$ cat config.mk
export PLATFORM = sky130hd
export DESIGN_NAME = uflc_regs
export DESIGN_NICKNAME = d
export VERILOG_FILES = /design/src/rtl/uflc_pkg.sv /design/src/rtl/uflc_regs.sv
export SDC_FILE = /design/constraint.sdc
export NUM_CORES = 1
export LEC_CHECK = 0
export BUFFER_PORTS_ARGS = -buffer_cell sky130_fd_sc_hd__buf_2
export CORE_AREA = 2 2 102 104
export DETAILED_ROUTE_END_ITERATION = 10
export DIE_AREA = 0 0 104 106
export HOLD_SLACK_MARGIN = 0.1
export PLACE_DENSITY = 0.63
export SETUP_SLACK_MARGIN = 0.3
export SLEW_MARGIN = 10
export SYNTH_ARGS = -nofsm -noshare
export SYNTH_HDL_FRONTEND = slang
export SYNTH_SLANG_ARGS = --single-unit
$ cat constraint.sdc
create_clock -name core_clk -period 3.9 [get_ports core_clk]
set_input_delay 0.78 -clock core_clk [delete_from_list [all_inputs] [get_ports core_clk]]
set_output_delay 0.78 -clock core_clk [all_outputs]
set_load 0.05 [all_outputs]
$ cat src/rtl/uflc_pkg.sv
// Constants and carriers of the UART register control block.
// Assumes one core clock; the host reaches registers by an address port.
package uflc_pkg;

    // ==========================================================
    // Register offsets
    localparam logic [2:0] ADR_ISR_FCR = 3'h2;  // Status read, FIFO write
    localparam logic [2:0] ADR_LCR     = 3'h3;  // Line format
    localparam logic [2:0] ADR_MCR     = 3'h4;  // Modem outputs

    // ==========================================================
    // Field positions
    localparam int FCR_EN   = 0;
    localparam int FCR_RXR  = 1;
    localparam int FCR_TXR  = 2;
    localparam int FCR_WAKE = 3;
    localparam int MCR_DTR  = 0;

    // Reset values
    localparam logic [7:0] FCR_RST = 8'h00;
    localparam logic [7:0] LCR_RST = 8'h00;
    localparam logic [7:0] MCR_RST = 8'h00;
    localparam logic [7:0] TRG_RST = 8'h01;

    // ==========================================================
    // Six-bit interrupt codes
    localparam logic [5:0] IC_LSR  = 6'h06;
    localparam logic [5:0] IC_RTO  = 6'h0C;
    localparam logic [5:0] IC_RXR  = 6'h04;
    localparam logic [5:0] IC_TXR  = 6'h02;
    localparam logic [5:0] IC_MSR  = 6'h00;
    localparam logic [5:0] IC_FLOW = 6'h10;
    localparam logic [5:0] IC_PIN  = 6'h20;
    localparam logic [5:0] IC_NONE = 6'h01;

    // ==========================================================
    // Trigger tables, entry n in byte n
    localparam logic [31:0] RX_TAB_A = 32'h0E080401;
    localparam logic [31:0] RX_TAB_B = 32'h1C181008;
    localparam logic [31:0] RX_TAB_C = 32'h3C381008;
    localparam logic [31:0] TX_TAB_A = 32'h01010101;
    localparam logic [31:0] TX_TAB_B = 32'h1E180810;
    localparam logic [31:0] TX_TAB_C = 32'h38201008;
    localparam logic [1:0]  TAB_PROG = 2'h3;

    // Host register access
    typedef struct packed {
        logic       rd;
        logic       wr;
        logic [2:0] addr;
        logic [7:0] wdata;
    } uflc_host_req_s;

    // Decoded line format
    typedef struct packed {
        logic [3:0] word_bits;
        logic       stop_half;
        logic       stop_two;
        logic       par_en;
        logic       par_even;
        logic       par_force;
        logic       par_force_val;
        logic       brk;
        logic       dl_sel;
    } uflc_line_fmt_s;

endpackage : uflc_pkg

$ cat src/rtl/uflc_regs.sv
// Interrupt status, FIFO setup, line format and modem output registers.
// Assumes FIFO counts, source flags and strobes are synchronous to core_clk.
// Function
// - bit 0 low while interrupt pending
// - bits 3:1 give top source
// - bit 4 flags flow character match
// - bit 5 flags flow pin rise
// - bit 7 shows FIFOs enabled
// - bit 6 inverts bit 7 on GPIO
// - other FIFO bits need bit 0 set
// - FIFO reset bits pulse, self clear
// - wake-up enable needs enhanced mode
// - transmit interrupt below trigger or empty
// - receive interrupt while level at or above trigger, with FIFOs off while any data held
// - one table select for both directions
// - fixed trigger tables A, B, C
// - table D from programmable trigger register
// - word length five to eight
// - stop bits one, half, two
// - parity enable bit
// - odd or even parity
// - forced parity mark or space
// - break holds transmit low
// - divisor latch select
// - DTR output inverted bit 0
// - six-bit interrupt code table
`timescale 1ns/10ps
module uflc_regs
    import uflc_pkg::*;
(
    input  wire logic           core_clk,
    input  wire logic           sys_rst,
    input  wire uflc_host_req_s host_req,     // Register access
    output logic [7:0]          host_rdata,   // Read data, registered
    input  wire logic           enh_en,       // Enhanced functions on
    input  wire logic [1:0]     tab_sel,      // Trigger table select
    input  wire logic           trg_wr,       // Programmable trigger write
    input  wire logic           trg_dir,      // 0 receive, 1 transmit
    input  wire logic [7:0]     trg_data,     // Programmable level
    input  wire logic [7:0]     rx_count,     // Receive FIFO level
    input  wire logic [7:0]     tx_count,     // Transmit FIFO level
    input  wire logic           thr_wr,       // Transmit data written
    input  wire logic           lsr_int,      // Line status source
    input  wire logic           rto_int,      // Receive timeout source
    input  wire logic           msr_int,      // Modem status source
    input  wire logic           msr_rd,       // Modem status read
    input  wire logic           flow_match,   // Flow character pulse
    input  wire logic           cts_in,       // Clear-to-send level
    input  wire logic           rts_out,      // Request-to-send level
    input  wire logic           gpio_int,     // GPIO interrupt level
    input  wire logic           tx_ser,       // Serial data from shifter
    output logic                tx_line,      // Serial line output
    output logic                int_pending,  // Any interrupt pending
    output logic                fifo_en,      // FIFOs enabled
    output logic                rx_flush,     // Receive FIFO reset pulse
    output logic                tx_flush,     // Transmit FIFO reset pulse
    output logic                wake_en,      // Wake-up interrupt enable
    output logic [7:0]          rx_trig,      // Receive trigger level
    output logic [7:0]          tx_trig,      // Transmit trigger level
    output uflc_line_fmt_s      line_fmt,     // Decoded format
    output logic                dtr_n         // DTR, active low
);

    // ==========================================================
    // Storage
    logic [7:0] fifo_setup_control;          // FIFO setup
    logic [7:0] line_format_control;          // Line format
    logic [7:0] modem_output_control;          // Modem outputs
    logic [7:0] trg_rx;       // Programmable receive level
    logic [7:0] trg_tx;       // Programmable transmit level
    logic [7:0] tx_prev;      // Last transmit count
    logic       tx_above;     // Filled above trigger since reload
    logic       tx_pend;      // Transmit ready latched
    logic       flow_pend;    // Flow character latched
    logic       pin_pend;     // Flow pin rise latched
    logic       cts_d;        // Previous clear-to-send
    logic       rts_d;        // Previous request-to-send

    // ==========================================================
    // Trigger lookup
    function automatic logic [7:0] pick(input logic [31:0] tab,
                                        input logic [1:0]  idx);
        pick = tab[{idx, 3'h0} +: 8];
    endfunction : pick

    // ==========================================================
    // Address decode
    wire rd_isr = host_req.rd && host_req.addr == ADR_ISR_FCR;
    wire wr_fcr = host_req.wr && host_req.addr == ADR_ISR_FCR;
    wire wr_lcr = host_req.wr && host_req.addr == ADR_LCR;
    wire wr_mcr = host_req.wr && host_req.addr == ADR_MCR;
    wire fcr_go = wr_fcr && host_req.wdata[FCR_EN];

    // ==========================================================
    // Trigger levels, one table select both ways
    wire [1:0] rx_code = fifo_setup_control[7:6];
    wire [1:0] tx_code = fifo_setup_control[5:4];
    always_comb
    begin
        // Table per shared select
        case (tab_sel)
            2'h0:
            begin
                rx_trig = pick(RX_TAB_A, rx_code);
                tx_trig = pick(TX_TAB_A, tx_code);
            end
            2'h1:
            begin
                rx_trig = pick(RX_TAB_B, rx_code);
                tx_trig = pick(TX_TAB_B, tx_code);
            end
            2'h2:
            begin
                rx_trig = pick(RX_TAB_C, rx_code);
                tx_trig = pick(TX_TAB_C, tx_code);
            end
            default:
            begin
                rx_trig = trg_rx;
                tx_trig = trg_tx;
            end
        endcase
    end

    // ==========================================================
    // Interrupt sources
    wire rx_int   = fifo_en ? (rx_count >= rx_trig)
                            : (rx_count != 8'h00);
    wire tx_fall  = tx_count < tx_trig && tx_prev >= tx_trig;
    wire tx_empty = tx_count == 8'h00 && tx_prev != 8'h00
                    && !tx_above;
    wire tx_set   = tx_fall || tx_empty;
    wire pin_set  = enh_en && ((cts_in && !cts_d)
                    || (rts_out && !rts_d));
    wire flow_set = enh_en && flow_match;

    // ==========================================================
    // Priority encode
    logic [5:0] int_code;
    always_comb
    begin
        // Highest level first
        if (lsr_int)
            int_code = IC_LSR;
        else if (rto_int)
            int_code = IC_RTO;
        else if (rx_int)
            int_code = IC_RXR;
        else if (tx_pend)
            int_code = IC_TXR;
        else if (msr_int)
            int_code = IC_MSR;
        else if (flow_pend)
            int_code = IC_FLOW;
        else if (pin_pend)
            int_code = IC_PIN;
        else
            int_code = IC_NONE;
    end

    assign int_pending = !int_code[0];

    // Status byte: bits 5:0 code, 6 GPIO, 7 FIFO mode
    wire [7:0] isr_val = {fifo_en, fifo_en ^ gpio_int, int_code};
    // Reads of status clear a shown transmit or flow source
    wire clr_tx   = (rd_isr && int_code == IC_TXR) || thr_wr;
    wire clr_flow = rd_isr && int_code == IC_FLOW;

    // ==========================================================
    // Outputs
    assign fifo_en = fifo_setup_control[FCR_EN];
    assign wake_en = fifo_setup_control[FCR_WAKE] && enh_en;
    assign dtr_n   = !modem_output_control[MCR_DTR];
    assign tx_line = tx_ser && !line_format_control[6];

    always_comb
    begin
        // Line format decode
        line_fmt.word_bits     = 4'h5 + {2'h0, line_format_control[1:0]};
        line_fmt.stop_half     = line_format_control[2] && line_format_control[1:0] == 2'h0;
        line_fmt.stop_two      = line_format_control[2] && line_format_control[1:0] != 2'h0;
        line_fmt.par_en        = line_format_control[3];
        line_fmt.par_even      = line_format_control[4];
        line_fmt.par_force     = line_format_control[3] && line_format_control[5];
        line_fmt.par_force_val = !line_format_control[4];
        line_fmt.brk           = line_format_control[6];
        line_fmt.dl_sel        = line_format_control[7];
    end

    // ==========================================================
    // FIFO setup register
    always_ff @(posedge core_clk or posedge sys_rst)
    begin
        if (sys_rst)
        begin
            fifo_setup_control      <= FCR_RST;
            rx_flush <= 1'b0;
            tx_flush <= 1'b0;
        end
        else
        begin
            rx_flush <= fcr_go && host_req.wdata[FCR_RXR];
            tx_flush <= fcr_go && host_req.wdata[FCR_TXR];
            if (fcr_go)
            begin
                // Apply fields; reset bits never stored
                fifo_setup_control[FCR_EN]   <= 1'b1;
                fifo_setup_control[FCR_WAKE] <= host_req.wdata[FCR_WAKE];
                fifo_setup_control[7:6]      <= host_req.wdata[7:6];
                if (enh_en)
                    fifo_setup_control[5:4] <= host_req.wdata[5:4];
            end
            else if (wr_fcr)
                fifo_setup_control[FCR_EN] <= 1'b0;
        end
    end

    // ==========================================================
    // Line format and modem registers
    always_ff @(posedge core_clk or posedge sys_rst)
    begin
        if (sys_rst)
        begin
            line_format_control <= LCR_RST;
            modem_output_control <= MCR_RST;
        end
        else
        begin
            if (wr_lcr)
                line_format_control <= host_req.wdata;
            if (wr_mcr)
                modem_output_control <= host_req.wdata;
        end
    end

    // ==========================================================
    // Programmable trigger levels
    always_ff @(posedge core_clk or posedge sys_rst)
    begin
        if (sys_rst)
        begin
            trg_rx <= TRG_RST;
            trg_tx <= TRG_RST;
        end
        else if (trg_wr)
        begin
            if (trg_dir)
                trg_tx <= trg_data;
            else
                trg_rx <= trg_data;
        end
    end

    // ==========================================================
    // Transmit ready tracking
    always_ff @(posedge core_clk or posedge sys_rst)
    begin
        if (sys_rst)
        begin
            tx_prev  <= 8'h00;
            tx_above <= 1'b0;
            tx_pend  <= 1'b0;
        end
        else
        begin
            tx_prev <= tx_count;
            // Reload history, cleared when drained
            if (tx_count > tx_trig)
                tx_above <= 1'b1;
            else if (tx_count == 8'h00)
                tx_above <= 1'b0;
            // Set wins over clear
            if (tx_set)
                tx_pend <= 1'b1;
            else if (clr_tx)
                tx_pend <= 1'b0;
        end
    end

    // ==========================================================
    // Enhanced flags
    always_ff @(posedge core_clk or posedge sys_rst)
    begin
        if (sys_rst)
        begin
            cts_d     <= 1'b0;
            rts_d     <= 1'b0;
            flow_pend <= 1'b0;
            pin_pend  <= 1'b0;
        end
        else
        begin
            cts_d <= cts_in;
            rts_d <= rts_out;
            if (flow_set)
                flow_pend <= 1'b1;
            else if (clr_flow)
                flow_pend <= 1'b0;
            if (pin_set)
                pin_pend <= 1'b1;
            else if (msr_rd)
                pin_pend <= 1'b0;
        end
    end

    // ==========================================================
    // Read data
    always_ff @(posedge core_clk or posedge sys_rst)
    begin
        if (sys_rst)
            host_rdata <= 8'h00;
        else if (rd_isr)
            host_rdata <= isr_val;
        else if (host_req.rd && host_req.addr == ADR_LCR)
            host_rdata <= line_format_control;
        else if (host_req.rd && host_req.addr == ADR_MCR)
            host_rdata <= modem_output_control;
        else if (host_req.rd)
            host_rdata <= 8'h00;
    end

endmodule : uflc_regs

==> results_dict.tcl, run 1 <==
set metrics [dict create \
    peakVddDrop_mv 0.143 \
    core_area_um2 10000 \
    synthTopCellsByArea "dfrtp_1 (44%), mux2_2 (11%), ha_1 (11%)" \
    tightest_slew_ps 802 \
    regArea_um2 1550 \
    num_vias 2787 \
    hold_viol_final 0 \
    r2r_start "fifo_setup_control[7]" \
    multi_input_area_um2 1820 \
    numPortBuffers 96 \
    fin_crit_ps 3580 \
    fin_area_um2 4490 \
    synth_seq_area_share_pct 45.7 \
    tns_ps 0 \
    routed_via_density 4.92 \
    cp-end-kind "output port" \
    hold_path_depth 1 \
    dieArea_um2 11000 \
    drt_pass1_iterations 5 \
    max_freq_mhz 279 \
    status "finished clean" \
    min_to "host_rdata[0]" \
    syn_inst 323 \
    initialDrtViolationCount 184 \
    track_usage_pct 16.5 \
    wire_per_inst_um 15.6 \
    area_delta_synth_final_pct 31.9 \
    syn_nets 407 \
    path_delay_family "adder cells" \
    initial_utilization_pct 34.0 \
    reg2reg_slack_ps 1500 \
    antenna_found_initial 0 \
    first_global_vias 2777 \
    grt_overflow 0 \
    synth-edff-count 0 \
    synth_fa_ha_area_share_pct 11.0 \
    holdWs_ps 496 \
    slowest_stage "ha_4" \
    antenna-diode-count 0 \
    grt_start_max_net_pins 63 \
    insertion_delay_ps 340 \
    ant_nets 0 \
    cts_tree "built" \
    nFillCells 988 \
    dp_hpwl_um 6870 \
    die_h_um 106 \
    synth_mux_area_share_pct 11.5 \
    synth.largest_area_cell "dfrtp_1" \
    routed_wirelength_um 8840 \
    p_leak_nw 2.19 \
    cts_buffers 9 \
    drc 0 \
    cts_hold_buf 0 \
    yosys.area_share.simple_pct 14.6 \
    chipWidth_um 104 \
    crit_buf_inv 4 \
    synth_top_family_by_area "simple AND/OR/NAND/NOR gates" \
    io_pins 97 \
    fin_skew_ps 9.45 \
    fin_nets 511 \
    dpl_cell_area_um2 4110 \
    finish.utilization_pct 44.9 \
    gp_congestion 0.822 \
    r2r_end "tx_pend" \
    synth_most_common_cell "dfrtp_1" \
    grt_pass1_wl_um 14000 \
    drv_cap 0 \
    ys_types 43 \
    clock_tree.buffer_depth 2 \
    critPathMaxStageDelay_ps 300 \
    crit_arrival_ps 2800 \
    synth_warnings 0 \
    cts.sinks 62 \
    max_slew_margin_pct 46.4 \
    ys_ff_latch 62 \
    synth_area_um2 3400 \
    hold_path.class "reg2reg" \
    synthXorXnorAreaFrac_pct 0.257 \
    worstRegToRegCells 10 \
    required_ps 3120 \
    cp_common_cell "buf_6" \
    cp-start-kind "primary input" \
    finalSetupViolations 0 \
    avgSynthCellArea_um2 10.5 \
    root_buffer "clkbuf_8" \
    synth_compound_area_share_pct 11.5 \
    rsz0062_at_grt "yes" \
    synthTopCellsByCount "dfrtp_1 (60), nand2_1 (41), mux2_2 (34), ha_1 (30), inv_1 (29)" \
    layout-drive-gt1-share_pct 42.5 \
    critPathMaxFanout 4 \
    htreeDepth 3 \
    critPathKind "in2out" \
    synth_top_area_share_pct 44.1 \
    clk_pin_slew_ps 70 \
    cp_cell_sequence "buf_12 -> inv_12 -> ha_4 -> buf_6 -> nand2_1 -> o21ai_4 -> ha_1 -> nor2b_1 -> o21ai_2 -> a221oi_4 -> nor2b_4 -> nand4_1 -> buf_6" \
    synthFlopType "dfrtp_1" \
    min-delay-start "pin_pend" \
    timing.final.crit_share_pct 91.9 \
    synthArstFlopShare_pct 100 \
    power_density_nw_per_um2 462 \
    maxSlewViolCount 0 \
    rows 37 \
]
[how the worst max path moves through the flow]
stage	start	to	slack, ps	depth (start not counted)
6_report	tab_sel[0]	int_pending	320	13
5_1_grt	tab_sel[0]	int_pending	220	12
4_1_cts	tab_sel[0]	int_pending	220	12
3_5_place_dp	tab_sel[0]	int_pending	40	11
3_3_place_gp	tab_sel[0]	int_pending	70	12
2_1_floorplan	tab_sel[0]	int_pending	-90	12
[sequential cells by signal (all words and copies together) (netlist names), 5 cells and up]
name	flops
host_rdata	8
line_format_control	8
modem_output_control	8
trg_rx	8
trg_tx	8
tx_prev	8
fifo_setup_control	5
[layout make-up]
| cell class | count | area share, % |
|---|---|---|
| clock buffer | 12 | 3.46 |
| clock inverter | 3 | 0.976 |
| inverter | 30 | 2.79 |
| multi-input combinational | 218 | 40.6 |
| sequential | 62 | 34.6 |
| tap | 136 | 3.79 |
| timing repair buffer | 106 | 13.7 |
[worst register-to-register path, delay by kind of cell (launching register included)]
family | cells | cell delay (ps)
simple gates | 3 | 550
flops | 1 | 480
fa+ha+maj | 1 | 240
buf+inv | 1 | 180
compound gates | 5 | 850
[what timing repair did]
action                                  in CTS  in global routing
endpoints found under the setup margin       1                  1
pin swaps                                    8                  9
gates cloned                                 0                  1
buffers inserted                             2                  2
gates resized for setup                     17                 11
[through the flow]
stage	cells	total power (W)	setup slack [ps]
2_1_floorplan	323	0.00131	-94.6
6_report	567	0.00207	316
3_3_place_gp	547	0.00146	73.2
3_5_place_dp	547	0.00147	39.0
5_1_grt	567	0.00219	223
4_1_cts	564	0.00207	218
[power by group]
| part | internal, W | total [W] | switching [W] |
|---|---|---|---|
| combinational | 0.000236 | 0.000683 | 0.000447 |
| clock | 0.000327 | 0.000575 | 0.000249 |
| sequential | 0.000736 | 0.000815 | 0.0000782 |
[layer usage]
metal	up-vias	part of all wire (%)	global-route usage, %
li1	1346	-	-
met1	1366	47	21.5
met2	63	47	25.3
met3	12	4.2	5.46
met4	0	1.8	6.56
met5	-	0	0
[cells in the final DEF (no fill, tap or decap), drive strengths merged, types with 2 or more instances in the layout]
master / count
buf: 105
dfrtp: 60
nand2: 41
mux2: 34
ha: 30
inv: 29
o21ai: 16
nor2b: 13
clkbuf: 13
a21oi: 11
nor2: 8
a222oi: 7
nand3: 7
a211oi: 6
nor4: 6
nand4: 5
and2: 5
a21o: 3
o21a: 3
clkinv: 3
nand2b: 2
nor3b: 2
and3: 2
nand3b: 2
dfstp: 2
nor3: 2
o31ai: 2
[kinds of logic after synthesis]
kind of cell | after synthesis
and+or+nand+nor | 96
DFF | 62
AOI/OAI and AO/OA | 56
buffers and inverters | 43
muxes | 35
adders and majority gates | 30
xor gates and xnor gates | 1
Power figures use the tool's default switching activity.
==> inputs of run 2 (changes only) <==
--- a/config.mk
+++ b/config.mk
@@ -11,6 +11,7 @@
 export DIE_AREA = 0 0 104 106
 export HOLD_SLACK_MARGIN = 0.1
 export PLACE_DENSITY = 0.63
+export REMOVE_ABC_BUFFERS = 1
 export SETUP_SLACK_MARGIN = 0.3
 export SLEW_MARGIN = 10
 export SYNTH_ARGS = -nofsm -noshare
==> results_dict.tcl, run 2 (synthesis results as in run 1) <==
set metrics [dict create \
    status "finished clean" \
    chipWidth_um 104 \
    cp_cell_sequence "buf_8 -> inv_4 -> ha_4 -> o21ai_2 -> o21a_1 -> ha_4 -> a211oi_2 -> o21ai_2 -> a221oi_4 -> nor2b_4 -> nand4_1 -> buf_6" \
    dp_hpwl_um 6730 \
    die_h_um 106 \
    regArea_um2 1550 \
    min-delay-start "pin_pend" \
    hold_viol_final 0 \
    dpl_cell_area_um2 4050 \
    root_buffer "clkbuf_8" \
    rows 37 \
    grt_pass1_wl_um 13900 \
    antenna_found_initial 0 \
    ant_nets 0 \
    dieArea_um2 11000 \
    hold_path_depth 1 \
    clk_pin_slew_ps 70 \
    cts_buffers 9 \
    power_density_nw_per_um2 464 \
    htreeDepth 3 \
    r2r_start "fifo_setup_control[7]" \
    tightest_slew_ps 919 \
    path_delay_family "compound AO/OA/AOI/OAI gates" \
    max_freq_mhz 274 \
    place_ws_ps -103 \
    initial_utilization_pct 34.0 \
    p_leak_nw 2.17 \
    insertion_delay_ps 340 \
    drt_pass1_iterations 5 \
    placed_cells 551 \
    cts_hold_buf 0 \
    io_pins 97 \
    rsz0062_at_grt "yes" \
    worst_slack_ps 247 \
    critPathMaxStageDelay_ps 320 \
    timing.final.crit_share_pct 93.7 \
    met1_length_um 3930 \
    top_layer "met4" \
    antenna-diode-count 0 \
    r2r_end "tx_pend" \
    cts.sinks 62 \
    num_vias 2757 \
    power_frac_clock_pct 27.5 \
    layout_commonest_cell "buf_2" \
    min_to "host_rdata[0]" \
    finish.utilization_pct 43.8 \
    initialDrtViolationCount 145 \
    combinationalPowerShare_pct 32.7 \
    fin_crit_ps 3650 \
    slowest_stage "a221oi_4" \
    area_delta_synth_final_pct 28.8 \
    grt_start_max_net_pins 53 \
    power.internal_w 0.00126 \
    required_ps 3120 \
    peakVddDrop_mv 0.165 \
    maxSlewViolCount 0 \
    track_usage_pct 16.1 \
    fin_area_um2 4380 \
    cts_tree "built" \
    routed_wirelength_um 8530 \
    drc 0 \
    wire_per_inst_um 14.9 \
    nFillCells 967 \
    max_slew_margin_pct 38.8 \
    routed_via_density 4.83 \
    clock_tree.buffer_depth 2 \
    swShare_pct 37.9 \
    first_global_vias 2864 \
    final_cell_mix "buf_2 (93), dfrtp_1 (60), nand2_1 (41)" \
    multi_input_area_um2 1740 \
    met3WireLength_um 304 \
    cp-start-kind "primary input" \
    layout.cells.non_filler 571 \
    p_switching_w 0.000770 \
    fin_skew_ps 17.4 \
    reg2reg_slack_ps 1440 \
    critPathKind "in2out" \
    fin_nets 514 \
    worst-path-stages 12 \
    hold_path.class "reg2reg" \
    crit_buf_inv 3 \
    layout-drive-gt1-share_pct 41.1 \
    seq_power_share_pct 39.7 \
    core_area_um2 10000 \
    finalSetupViolations 0 \
    numPortBuffers 96 \
    critPathMaxFanout 6 \
    power_w 0.00203 \
    grt_overflow 0 \
    drv_cap 0 \
    crit_arrival_ps 2870 \
    cp-end-kind "output port" \
    worstRegToRegCells 11 \
    met2_length_um 4180 \
    gp_congestion 0.863 \
]
-- run 2: cell count changes in the layout (fill, tap and decap cells not counted), sizes merged --
cell and change:
clkinv +3, clkinvlp +1, buf +4, clkbuf -4
-- run 2: routing by layer --
metal	track usage, %	up-vias
li1	-	1360
met1	20.7	1326
met2	26.9	63
met3	3.13	8
met4	6.37	0
met5	0	-
-- run 2: worst max-delay path by stage --
| stage | start | to | slack (ps) |
|---|---|---|---|
| finish | tab_sel[0] | int_pending | 250 |
| global route | tab_sel[0] | int_pending | 180 |
| CTS | tab_sel[0] | int_pending | 190 |
| detailed placement | tab_sel[0] | int_pending | -100 |
| global placement | tab_sel[0] | int_pending | -70 |
| floorplan | tab_sel[0] | int_pending | -960 |
-- run 2: power groups by stage --
stage / registers [W] / clock network (W) / logic, W
after detailed placement: 0.000820 / 0 / 0.000642
after global routing: 0.000821 / 0.000606 / 0.000722
after global placement: 0.000816 / 0 / 0.000627
after floorplan: 0.000869 / 0 / 0.000404
after CTS: 0.000809 / 0.000573 / 0.000665
final: 0.000808 / 0.000559 / 0.000665
-- run 2: layout make-up --
class / instances / area share (%)
Clock buffer: 9 / 2.83
Clock inverter: 7 / 1.69
Inverter: 30 / 2.66
Multi-Input combinational cell: 218 / 39.8
Sequential cell: 62 / 35.5
Tap cell: 136 / 3.88
Timing Repair Buffer: 109 / 13.7
-- run 2: worst reg2reg max path, stage by stage (launching register included) --
cell and delay (ps):
dfrtp_1 460, nor2_1 200, nand2_1 70, o21ai_1 170, ha_1 260, nor2b_1 150, o21ai_2 100, a221oi_4 330
buf_4 160, buf_4 120, a21oi_1 70, a211o_1 250
-- run 2: what timing repair did --
| item | CTS | global route |
|---|---|---|
| buffers inserted | 2 | 2 |
| setup endpoints to repair | 1 | 1 |
| resized for setup | 25 | 2 |
| pin swaps | 7 | 5 |
-- run 2: through the flow --
stage | hold WS [ps] | TNS [ps]
final | 454 | 0
after global routing | 474 | 0
after CTS | 456 | 0
after detailed placement | 446 | -103
after global placement | 445 | -66.8
after floorplan | 429 | -957
